File: src/core/fprs_consts.svh
// Constants for the flash program, resume and status controller
`ifndef FPRS_CONSTS_SVH
`define FPRS_CONSTS_SVH
// Own register offsets on APB
`define FPRS_OFS_CTRL 8'h00
`define FPRS_OFS_ADDR 8'h04
`define FPRS_OFS_WDATA 8'h08
`define FPRS_OFS_STATUS 8'h0C
`define FPRS_OFS_RDATA 8'h10
`define FPRS_OFS_PAIRS 8'h14
// Control register field positions
`define FPRS_CTRL_OP_LSB 0
`define FPRS_CTRL_OP_MSB 2
`define FPRS_CTRL_LOOP 3
`define FPRS_OP_LAST 3'h5
// Flash command cycles
`define FPRS_UNLOCK1_ADDR 19'h00555
`define FPRS_UNLOCK1_DATA 8'hAA
`define FPRS_UNLOCK2_ADDR 19'h002AA
`define FPRS_UNLOCK2_DATA 8'h55
`define FPRS_PROGRAM_CODE 8'hA0
`define FPRS_RESET_CODE 8'hF0
`define FPRS_SUSPEND_CODE 8'hB0
`define FPRS_RESUME_CODE 8'h30
// Status bit positions on the data bus
`define FPRS_BIT_POLL 7
`define FPRS_BIT_TOG1 6
`define FPRS_BIT_TLE 5
// Timing
`define FPRS_CLK_MHZ 200
`define FPRS_WE_LOW_NS 45
`define FPRS_WE_HIGH_NS 20
`define FPRS_RD_ACC_NS 90
`define FPRS_RD_FLOAT_NS 20
`define FPRS_RESUME_GAP_US 400
`define FPRS_PAIR_LIMIT 1024
`define FPRS_NS2CYC(ns) (((ns) * `FPRS_CLK_MHZ + 999) / 1000)
`define FPRS_GAP_CYC (`FPRS_RESUME_GAP_US * `FPRS_CLK_MHZ)
`endif

File: src/core/fprs_pkg.sv
// Types shared by the controller modules
package fprs_pkg;
   typedef enum logic [2:0] {
      OP_NONE, OP_PROGRAM, OP_RESUME, OP_SUSPEND, OP_RESET, OP_READ
   } fprs_op_e;
   typedef enum logic [3:0] {
      S_IDLE, S_UNLOCK1, S_UNLOCK2, S_CMD, S_DATA, S_POLL1, S_POLL2,
      S_EVAL, S_READ, S_HOLD, S_SINGLE, S_RESET
   } fprs_state_e;
   typedef enum logic [1:0] {P_IDLE, P_SETUP, P_ACTIVE, P_RECOVER} fprs_phase_e;
endpackage

File: src/core/fprs_pin_cycle.sv
// One write or read cycle on the flash pins
`timescale 1ns/1ps
`include "fprs_consts.svh"
module fprs_pin_cycle
   import fprs_pkg::*;
#(
   parameter int AW = 19
) (
   input wire logic clk,
   input wire logic rst_n,
   input wire logic start,
   input wire logic wr,
   input wire logic [AW-1:0] addr,
   input wire logic [7:0] wdata,
   output logic done,
   output logic [7:0] rdata,
   output logic ce_n,
   output logic we_n,
   output logic oe_n,
   output logic [AW-1:0] a,
   output logic [7:0] dq_o,
   output logic dq_oe,
   input wire logic [7:0] dq_i
);
   localparam logic [7:0] WE_LOW = 8'(`FPRS_NS2CYC(`FPRS_WE_LOW_NS));
   localparam logic [7:0] WE_HIGH = 8'(`FPRS_NS2CYC(`FPRS_WE_HIGH_NS));
   localparam logic [7:0] RD_ACC = 8'(`FPRS_NS2CYC(`FPRS_RD_ACC_NS));
   localparam logic [7:0] RD_FLT = 8'(`FPRS_NS2CYC(`FPRS_RD_FLOAT_NS));

   fprs_phase_e phase_q;
   logic [7:0] cnt_q;
   logic wr_q;

   // Active and recovery lengths for the current direction
   wire [7:0] act_len = wr_q ? WE_LOW : RD_ACC;
   wire [7:0] rec_len = wr_q ? WE_HIGH : RD_FLT;
   wire cnt_end = cnt_q == 8'h01;

   // Strobe sequencer: address and data stay put until recovery ends
   always_ff @(posedge clk) begin
      done <= 1'b0;
      if (!rst_n) begin
         phase_q <= P_IDLE;
         cnt_q <= 8'h00;
         wr_q <= 1'b0;
         rdata <= 8'h00;
         ce_n <= 1'b1;
         we_n <= 1'b1;
         oe_n <= 1'b1;
         a <= '0;
         dq_o <= 8'h00;
         dq_oe <= 1'b0;
      end else begin
         unique case (phase_q)
            P_IDLE: if (start) begin
               wr_q <= wr;
               a <= addr;
               dq_o <= wdata;
               dq_oe <= wr;
               ce_n <= 1'b0;
               phase_q <= P_SETUP;
            end
            P_SETUP: begin
               we_n <= ~wr_q; // Falling strobe latches the address
               oe_n <= wr_q;
               cnt_q <= act_len;
               phase_q <= P_ACTIVE;
            end
            P_ACTIVE: if (cnt_end) begin
               we_n <= 1'b1; // Rising strobe latches data and starts it
               oe_n <= 1'b1;
               if (!wr_q) rdata <= dq_i;
               cnt_q <= rec_len;
               phase_q <= P_RECOVER;
            end else begin
               cnt_q <= cnt_q - 8'h01;
            end
            P_RECOVER: begin
               ce_n <= 1'b1;
               if (cnt_end) begin
                  dq_oe <= 1'b0;
                  done <= 1'b1;
                  phase_q <= P_IDLE;
               end else begin
                  cnt_q <= cnt_q - 8'h01;
               end
            end
         endcase
      end
   end
endmodule

File: src/core/fprs_status_eval.sv
// Compares two consecutive status reads of the flash
`timescale 1ns/1ps
`include "fprs_consts.svh"
module fprs_status_eval
   import fprs_pkg::*;
(
   input wire logic [7:0] first,
   input wire logic [7:0] second,
   input wire logic [7:0] expect_data,
   output logic toggling,
   output logic limit_hit,
   output logic bits_match
);
   // Toggle bit one changed between the two reads
   assign toggling = first[`FPRS_BIT_TOG1] ^ second[`FPRS_BIT_TOG1];
   assign limit_hit = second[`FPRS_BIT_TLE];
   // Bits 7 and 6 equal to the written byte mean the program took
   assign bits_match = second[`FPRS_BIT_POLL:`FPRS_BIT_TOG1]
      == expect_data[`FPRS_BIT_POLL:`FPRS_BIT_TOG1];
endmodule

File: src/core/fprs_ctrl.sv
// Host-side controller that programs, resumes and polls a parallel flash
//
// The implementer's own choices: the placing of the registers and the APB interface to the registers.
`timescale 1ns/1ps
`include "fprs_consts.svh"
module fprs_ctrl
   import fprs_pkg::*;
#(
   parameter int AW = 19,
   parameter int GAP_CYC = `FPRS_GAP_CYC,
   parameter int PAIR_LIMIT = `FPRS_PAIR_LIMIT
) (
   input wire logic SYS_CLK,
   input wire logic RST_N,
   input wire logic PSEL,
   input wire logic PENABLE,
   input wire logic PWRITE,
   input wire logic [7:0] PADDR,
   input wire logic [31:0] PWDATA,
   output logic [31:0] PRDATA,
   output logic PREADY,
   output logic PSLVERR,
   output logic FL_CE_N,
   output logic FL_WE_N,
   output logic FL_OE_N,
   output logic [AW-1:0] FL_ADDR,
   output logic [7:0] FL_DQ_O,
   output logic FL_DQ_OE,
   input wire logic [7:0] FL_DQ_I
);
   // Elaboration checks on parameters
   generate
      if (AW < 11 || AW > 31) begin : g_bad_aw
         $error("AW must lie in 11..31");
      end
      if (GAP_CYC < 1 || GAP_CYC > 131071) begin : g_bad_gap
         $error("GAP_CYC must lie in 1..131071");
      end
      if (PAIR_LIMIT < 1 || PAIR_LIMIT > 65534) begin : g_bad_pairs
         $error("PAIR_LIMIT must lie in 1..65534");
      end
   endgenerate

   // States that issue a flash pin cycle
   function automatic logic is_cyc(input fprs_state_e s);
      return !(s inside {S_IDLE, S_EVAL, S_HOLD});
   endfunction

   // States that issue a write cycle
   function automatic logic is_wr(input fprs_state_e s);
      return s inside {S_UNLOCK1, S_UNLOCK2, S_CMD, S_DATA, S_SINGLE, S_RESET};
   endfunction

   fprs_state_e state_q;
   fprs_state_e state_d;
   fprs_op_e op_q;
   logic pready_q;
   logic pslverr_q;
   logic [31:0] prdata_q;
   logic [AW-1:0] addr_q;
   logic [7:0] wdata_q;
   logic loop_q;
   logic done_q;
   logic fail_q;
   logic nochange_q;
   logic recheck_q;
   logic [7:0] rdata_q;
   logic [7:0] first_q;
   logic [7:0] second_q;
   logic [15:0] pairs_q;
   logic [16:0] gap_q;
   logic start_q;
   logic cyc_done;
   logic [7:0] cyc_rdata;
   logic toggling;
   logic limit_hit;
   logic bits_match;

   // APB handshake: one wait cycle, completion on the second access edge
   wire apb_acc = PSEL & PENABLE;
   wire apb_fin = apb_acc & pready_q;
   wire apb_wr = apb_fin & PWRITE;
   wire sel_ctrl = PADDR == `FPRS_OFS_CTRL;
   wire sel_addr = PADDR == `FPRS_OFS_ADDR;
   wire sel_wdata = PADDR == `FPRS_OFS_WDATA;
   wire sel_stat = PADDR == `FPRS_OFS_STATUS;
   wire sel_rdata = PADDR == `FPRS_OFS_RDATA;
   wire sel_pairs = PADDR == `FPRS_OFS_PAIRS;
   wire mapped = sel_ctrl | sel_addr | sel_wdata | sel_stat | sel_rdata | sel_pairs;
   wire busy = state_q != S_IDLE;

   // Command launch: only when idle and with a known operation code
   wire [2:0] op_field = PWDATA[`FPRS_CTRL_OP_MSB:`FPRS_CTRL_OP_LSB];
   wire op_ok = op_field != 3'h0 && op_field <= `FPRS_OP_LAST;
   wire go = apb_wr & sel_ctrl & ~busy & op_ok;
   wire fprs_op_e go_op = fprs_op_e'(op_field);

   // Suspend must wait out the gap once the pair count is past the limit
   wire gap_needed = loop_q | (pairs_q > 16'(PAIR_LIMIT));
   wire gap_block = gap_needed & (gap_q != 17'h00000);

   // Read-back mux
   wire [31:0] status_word = {25'h0000000, gap_block, nochange_q, fail_q,
      done_q, busy, loop_q, 1'b0};
   wire [31:0] rd_mux =
      sel_ctrl ? {28'h0000000, loop_q, op_q} :
      sel_addr ? 32'(addr_q) :
      sel_wdata ? {24'h000000, wdata_q} :
      sel_stat ? status_word :
      sel_rdata ? {16'h0000, second_q, rdata_q} :
      sel_pairs ? {16'h0000, pairs_q} : 32'h00000000;

   // APB slave registers
   always_ff @(posedge SYS_CLK) begin
      if (!RST_N) begin
         pready_q <= 1'b0;
         pslverr_q <= 1'b0;
         prdata_q <= 32'h00000000;
      end else begin
         pready_q <= apb_acc & ~pready_q;
         pslverr_q <= apb_acc & ~pready_q & ~mapped;
         prdata_q <= (apb_acc & ~pready_q & ~PWRITE) ? rd_mux : 32'h00000000;
      end
   end

   assign PREADY = pready_q;
   assign PSLVERR = pslverr_q;
   assign PRDATA = prdata_q;

   // Software-written setup registers; held while an operation runs
   always_ff @(posedge SYS_CLK) begin
      if (!RST_N) begin
         addr_q <= '0;
         wdata_q <= 8'h00;
         loop_q <= 1'b0;
      end else if (apb_wr & ~busy) begin
         if (sel_addr) addr_q <= PWDATA[AW-1:0];
         if (sel_wdata) wdata_q <= PWDATA[7:0];
         if (sel_ctrl) loop_q <= PWDATA[`FPRS_CTRL_LOOP];
      end
   end

   // Sequence of flash cycles per operation
   always_comb begin
      state_d = state_q;
      unique case (state_q)
         S_IDLE: if (go) begin
            unique case (go_op)
               OP_PROGRAM: state_d = S_UNLOCK1;
               OP_RESUME: state_d = S_SINGLE;
               OP_SUSPEND: state_d = S_HOLD;
               OP_RESET: state_d = S_RESET;
               OP_READ: state_d = S_READ;
               OP_NONE: state_d = S_IDLE;
            endcase
         end
         S_UNLOCK1: if (cyc_done) state_d = S_UNLOCK2;
         S_UNLOCK2: if (cyc_done) state_d = S_CMD;
         S_CMD: if (cyc_done) state_d = S_DATA;
         S_DATA: if (cyc_done) state_d = S_POLL1;
         S_POLL1: if (cyc_done) state_d = S_POLL2;
         S_POLL2: if (cyc_done) state_d = S_EVAL;
         S_EVAL: begin
            if (!toggling) state_d = S_READ;
            else if (recheck_q) state_d = S_RESET;
            else state_d = S_POLL1;
         end
         S_READ: if (cyc_done) state_d = S_IDLE;
         S_HOLD: if (!gap_block) state_d = S_SINGLE;
         S_SINGLE: if (cyc_done) state_d = S_IDLE;
         S_RESET: if (cyc_done) state_d = S_IDLE;
      endcase
   end

   // Pin cycle request for the state being entered
   wire start_d = is_cyc(state_d) && (state_d != state_q);
   wire cyc_wr = is_wr(state_q);
   wire [AW-1:0] u1_addr = AW'(`FPRS_UNLOCK1_ADDR);
   wire [AW-1:0] u2_addr = AW'(`FPRS_UNLOCK2_ADDR);
   wire [7:0] single_code = (op_q == OP_RESUME) ? `FPRS_RESUME_CODE : `FPRS_SUSPEND_CODE;
   wire [AW-1:0] cyc_addr =
      (state_q == S_UNLOCK1 || state_q == S_CMD || state_q == S_RESET) ? u1_addr :
      (state_q == S_UNLOCK2) ? u2_addr : addr_q;
   wire [7:0] cyc_data =
      (state_q == S_UNLOCK1) ? `FPRS_UNLOCK1_DATA :
      (state_q == S_UNLOCK2) ? `FPRS_UNLOCK2_DATA :
      (state_q == S_CMD) ? `FPRS_PROGRAM_CODE :
      (state_q == S_RESET) ? `FPRS_RESET_CODE :
      (state_q == S_SINGLE) ? single_code : wdata_q;

   // Operation state, start pulse and captured bytes
   always_ff @(posedge SYS_CLK) begin
      if (!RST_N) begin
         state_q <= S_IDLE;
         op_q <= OP_NONE;
         start_q <= 1'b0;
         recheck_q <= 1'b0;
         first_q <= 8'h00;
         second_q <= 8'h00;
      end else begin
         state_q <= state_d;
         start_q <= start_d;
         if (go) op_q <= go_op;
         if (go) recheck_q <= 1'b0;
         if (state_q == S_EVAL && toggling && limit_hit) recheck_q <= 1'b1;
         if (state_q == S_POLL1 && cyc_done) first_q <= cyc_rdata;
         if (state_q == S_POLL2 && cyc_done) second_q <= cyc_rdata;
      end
   end

   // Outcome flags; a new command clears them
   always_ff @(posedge SYS_CLK) begin
      if (!RST_N) begin
         done_q <= 1'b0;
         fail_q <= 1'b0;
         nochange_q <= 1'b0;
         rdata_q <= 8'h00;
      end else if (go) begin
         done_q <= 1'b0;
         fail_q <= 1'b0;
         nochange_q <= 1'b0;
      end else begin
         if (state_q == S_EVAL && toggling && recheck_q) fail_q <= 1'b1;
         if (state_q == S_READ && cyc_done) begin
            rdata_q <= cyc_rdata;
            if (op_q == OP_PROGRAM)
               nochange_q <= (cyc_rdata != wdata_q) | ~bits_match;
         end
         if (busy && state_d == S_IDLE) done_q <= 1'b1;
      end
   end

   // Resume count and post-resume gap timer
   always_ff @(posedge SYS_CLK) begin
      if (!RST_N) begin
         pairs_q <= 16'h0000;
         gap_q <= 17'h00000;
      end else if (state_q == S_SINGLE && cyc_done && op_q == OP_RESUME) begin
         if (pairs_q != 16'hFFFF) pairs_q <= pairs_q + 16'h0001;
         gap_q <= 17'(GAP_CYC);
      end else if (gap_q != 17'h00000) begin
         gap_q <= gap_q - 17'h00001;
      end
   end

   // Strobe generator for the flash pins
   fprs_pin_cycle #(
      .AW(AW)
   ) u_pins (
      .clk(SYS_CLK),
      .rst_n(RST_N),
      .start(start_q),
      .wr(cyc_wr),
      .addr(cyc_addr),
      .wdata(cyc_data),
      .done(cyc_done),
      .rdata(cyc_rdata),
      .ce_n(FL_CE_N),
      .we_n(FL_WE_N),
      .oe_n(FL_OE_N),
      .a(FL_ADDR),
      .dq_o(FL_DQ_O),
      .dq_oe(FL_DQ_OE),
      .dq_i(FL_DQ_I)
   );

   // Judges the two status reads against the written byte
   fprs_status_eval u_eval (
      .first(first_q),
      .second(second_q),
      .expect_data(wdata_q),
      .toggling(toggling),
      .limit_hit(limit_hit),
      .bits_match(bits_match)
   );
endmodule

File: config.mk
export PLATFORM = sky130hd
export DESIGN_NAME = fprs_ctrl
export DESIGN_NICKNAME = d
export VERILOG_FILES = /design/src/core/fprs_pkg.sv /design/src/core/fprs_pin_cycle.sv /design/src/core/fprs_status_eval.sv /design/src/core/fprs_ctrl.sv
export VERILOG_INCLUDE_DIRS = /design/src /design/src/core
export SDC_FILE = /design/constraint.sdc
export NUM_CORES = 1
export LEC_CHECK = 0
export BUFFER_PORTS_ARGS = -buffer_cell sky130_fd_sc_hd__buf_2
export CAP_MARGIN = 20
export CORE_MARGIN = 2
export CORE_UTILIZATION = 40
export CTS_BUF_LIST = sky130_fd_sc_hd__clkbuf_8
export DETAILED_ROUTE_END_ITERATION = 7
export REMOVE_ABC_BUFFERS = 1
export SYNTH_ARGS = -nofsm -noshare
export SYNTH_HDL_FRONTEND = slang
export SYNTH_SLANG_ARGS = --single-unit
File: constraint.sdc
create_clock -name SYS_CLK -period 4.35 [get_ports SYS_CLK]
set_input_delay 0.2175 -clock SYS_CLK [delete_from_list [all_inputs] [get_ports SYS_CLK]]
set_output_delay 0.2175 -clock SYS_CLK [all_outputs]
set_load 0.01 [all_outputs]
==> results.cfg <==
[critical_path]
worstPathArrival_ns = 3.04
critPathSlowestCell = or4_4
worstRegToRegCells = 7
end_kind = flop
worst-path-stages = 7
r2r_start = state_q[3]
crit_family = simple AND/OR/NAND/NOR gates
cp.buffers_inverters = 0
cp.required_ns = 4.69
cp_max_fo = 22
path_class = reg -> reg
cp-start-kind = flop
cpPeakStageDelay_ns = 0.64
startpoint = state_q[3]
crit_chain = or4_4, nor2_4, nand2_2, o21a_1, a2111oi_4, a21oi_1, o221a_1

[yosys]
synthAdderAreaFrac = 0.01700
async_flop_share = 0
synth_ff_type = dfxtp_1
ys_ff_latch = 162
syn_inst = 878
synth.largest_area_cell = dfxtp_1
synth_mux_area_frac = 0.06424
avgSynthCellArea_sq_um = 8.385
ys_warn_count = 0
synth_xor_area_frac = 0.04283
ys_seq_area_frac = 0.4405
synth-compound-area-share = 0.1541
synth_cell_types = 75
yosysTopAreaCellShare = 0.4405
synth-edff-count = 0
synth_area_sq_um = 7362
yosys.area_share.simple = 0.2339
yosys.cell_count.top_type = dfxtp_1
synth_area_leaders = dfxtp_1 (44%), nor2_1 (7.0%), a21oi_1 (5.1%), mux2i_1 (4.9%), nand2_1 (4.9%)
synth_common_cells = dfxtp_1 (162), nor2_1 (137), nand2_1 (96), a21oi_1 (75), o21ai_0 (47)
synth_top_family_by_area = simple AND/OR/NAND/NOR gates

[cts]
clk-insertion-delay-late_ns = 0.47
clk_pin_slew_worst_paths_ns = 0.11
cts-htree-levels = 4
cts_tree = built
cts_root_buffer = clkbuf_8
clock_sinks = 162
clk_path_buf_depth = 2
numCtsBuffers = 17
post_cts_resized = 0

[sta]
worst_slew_pin_slew_ns = 1.064
setup_tns_ns = 0
post-route-period-util = 0.6187
hold_violations = 0
rsz0062_at_grt = false
fin_skew_ns = 0.02158
period_minus_slack_ns = 2.691
final_max_slew_viol_count = 0
clock.fmax_mhz = 371.6
relSlewSlack = 0.2878
setup-violations-final = 0

[routing]
route.detailed.drc = 0
viasPerCell = 5.257
dr.pass1.iters = 8
antenna_violating_nets_post_route = 0
wl_per_cell_um = 16.17
drt-total-wl_mm = 19.64
drt_iter0_drc = 480
num_vias = 6387

[floorplanning]
fp.coreArea_sq_um = 18020
num_rows = 49
die_w_um = 139.7
die_height_um = 139.7
ioPinCount = 118
die_area_sq_um = 19510
start_util = 0.4084

[hold_path]
min_from = PADDR[6]
min_path_type = in -> reg
holdPathStages = 3

[power_and_ir_drop]
power_density_nw_per_um2 = 413.0
p_sw_mw = 1.192
clockPowerShare = 0.314
pwr-share-comb = 0.212
p_int_mw = 2.342
pwr-share-seq = 0.474
p_sw_frac = 0.3372
ir_drop_uv = 269.2
p_leak_nw = 3.384

[job]
drv_cap = 0

[placed_design]
gp_congestion = 0.8225
place_area_sq_um = 7914
dp.final_hpwl_mm = 13.78
io_buffers = 91

[layout]
diodes = 0
syn_to_final_growth_pct = 16.23
drive_above_1_share = 0.1592
layout.nets = 1036
fill_cells = 1799
design_area_sq_um = 8557

[global_route]
grt_start_max_net_pins = 67
antenna_found_initial = 0
grt_pass1_vias = 5939
grt_pass1_wl_mm = 31.51
grt_overflow = 0
grtUsageTotal = 0.2013

[outcome]
run_status = finished clean
logic make-up (layout without fill, tap and decap cells):
family	count (synthesis)	after routing
simple gates	364	364
buf+inv	74	170
compound gates	185	185
xor+xnor	36	36
flops	162	162
fa+ha+maj	10	10
other cells	1	13
mux	46	46
area by class of cell:
class	count	area [sq um]	share of cell area
clock buffers	18	247.7	0.02895
clock inverters	14	155.1	0.01813
inverters	17	65.06	0.007603
multi-input cells	654	3819	0.4463
flip-flops and latches	162	3243	0.3790
well taps	229	286.5	0.03348
repair buffers	121	740.7	0.08656
worst reg2reg max path: cells and delay by family, from the launching register on:
kind,cells,cell delay (ns)
simple gates,3,1.14
flops,1,0.54
compound gates,4,0.91
power groups by stage:
stage,Clock (mW),Combinational [mW],Sequential (mW)
finish,1.11,0.750,1.68
global route,1.20,0.846,1.69
CTS,1.13,0.748,1.67
detailed placement,0,0.727,1.71
global placement,0,0.717,1.71
floorplan,0,0.552,1.70
final timing paths:
path	to	slack (ns)
setup / recovery	start_q	1.66
hold / removal	PSLVERR	0.02
setup reg to reg	start_q	1.66
hold reg to reg	u_pins.a[1]	0.46
flip-flops by register name (all words and copies together), names as in the netlist, 4 cells and up:
signal	cells
wdata_q	8
second_q	8
u_pins.dq_o	8
addr_q	19
gap_q	17
PRDATA	19
u_pins.cnt_q	8
state_q	4
pairs_q	16
rdata_q	8
u_pins.rdata	8
u_pins.a	19
cells in the final DEF (no fill, tap or decap), types with 9 or more instances in the layout:
cell type / synthesis / routed
buf_2: 9 / 91
clkbuf_8: 0 / 18
xor2_1: 25 / 25
ha_1: 10 / 10
nor3_1: 29 / 29
nand3_1: 20 / 20
conb_1: 1 / 13
inv_1: 16 / 16
mux2_2: 10 / 10
dfxtp_1: 162 / 162
xnor2_1: 11 / 11
nand2_1: 96 / 96
dlygate4sd3_1: 0 / 24
nand2b_1: 13 / 13
a21oi_1: 75 / 75
nor2_1: 137 / 137
o21ai_0: 47 / 47
a22oi_1: 13 / 13
mux2i_1: 36 / 36
nand4_1: 9 / 9
layer usage:
metal | wire length, um | vias to the layer above | global-route usage | part of all wire
met5 | 0 | - | 0 | 0
met4 | 255 | 0 | 0.04842 | 0.013
met3 | 1152 | 17 | 0.05437 | 0.059
met2 | 9119 | 160 | 0.3197 | 0.46
met1 | 9115 | 2996 | 0.2742 | 0.46
li1 | - | 3214 | - | -
repair_timing:
action,in CTS,in global routing
hold buffers,24,0
setup buffers,0,0
endpoints found under the hold margin,27,0
metrics by stage:
stage	hold slack [ns]	utilization	instances	total power, mW	setup slack [ns]
global placement	0.4386	0.4391	1159	2.426	1.555
finish	0.02439	0.4747	1215	3.534	1.659
CTS	0.009012	0.4747	1215	3.556	1.671
global route	0.02774	0.4747	1215	3.742	1.496
floorplan	0.2794	-	833	2.248	2.024
detailed placement	0.4421	0.4391	1159	2.435	1.488
No activity file was read; power rests on OpenSTA's default activity.
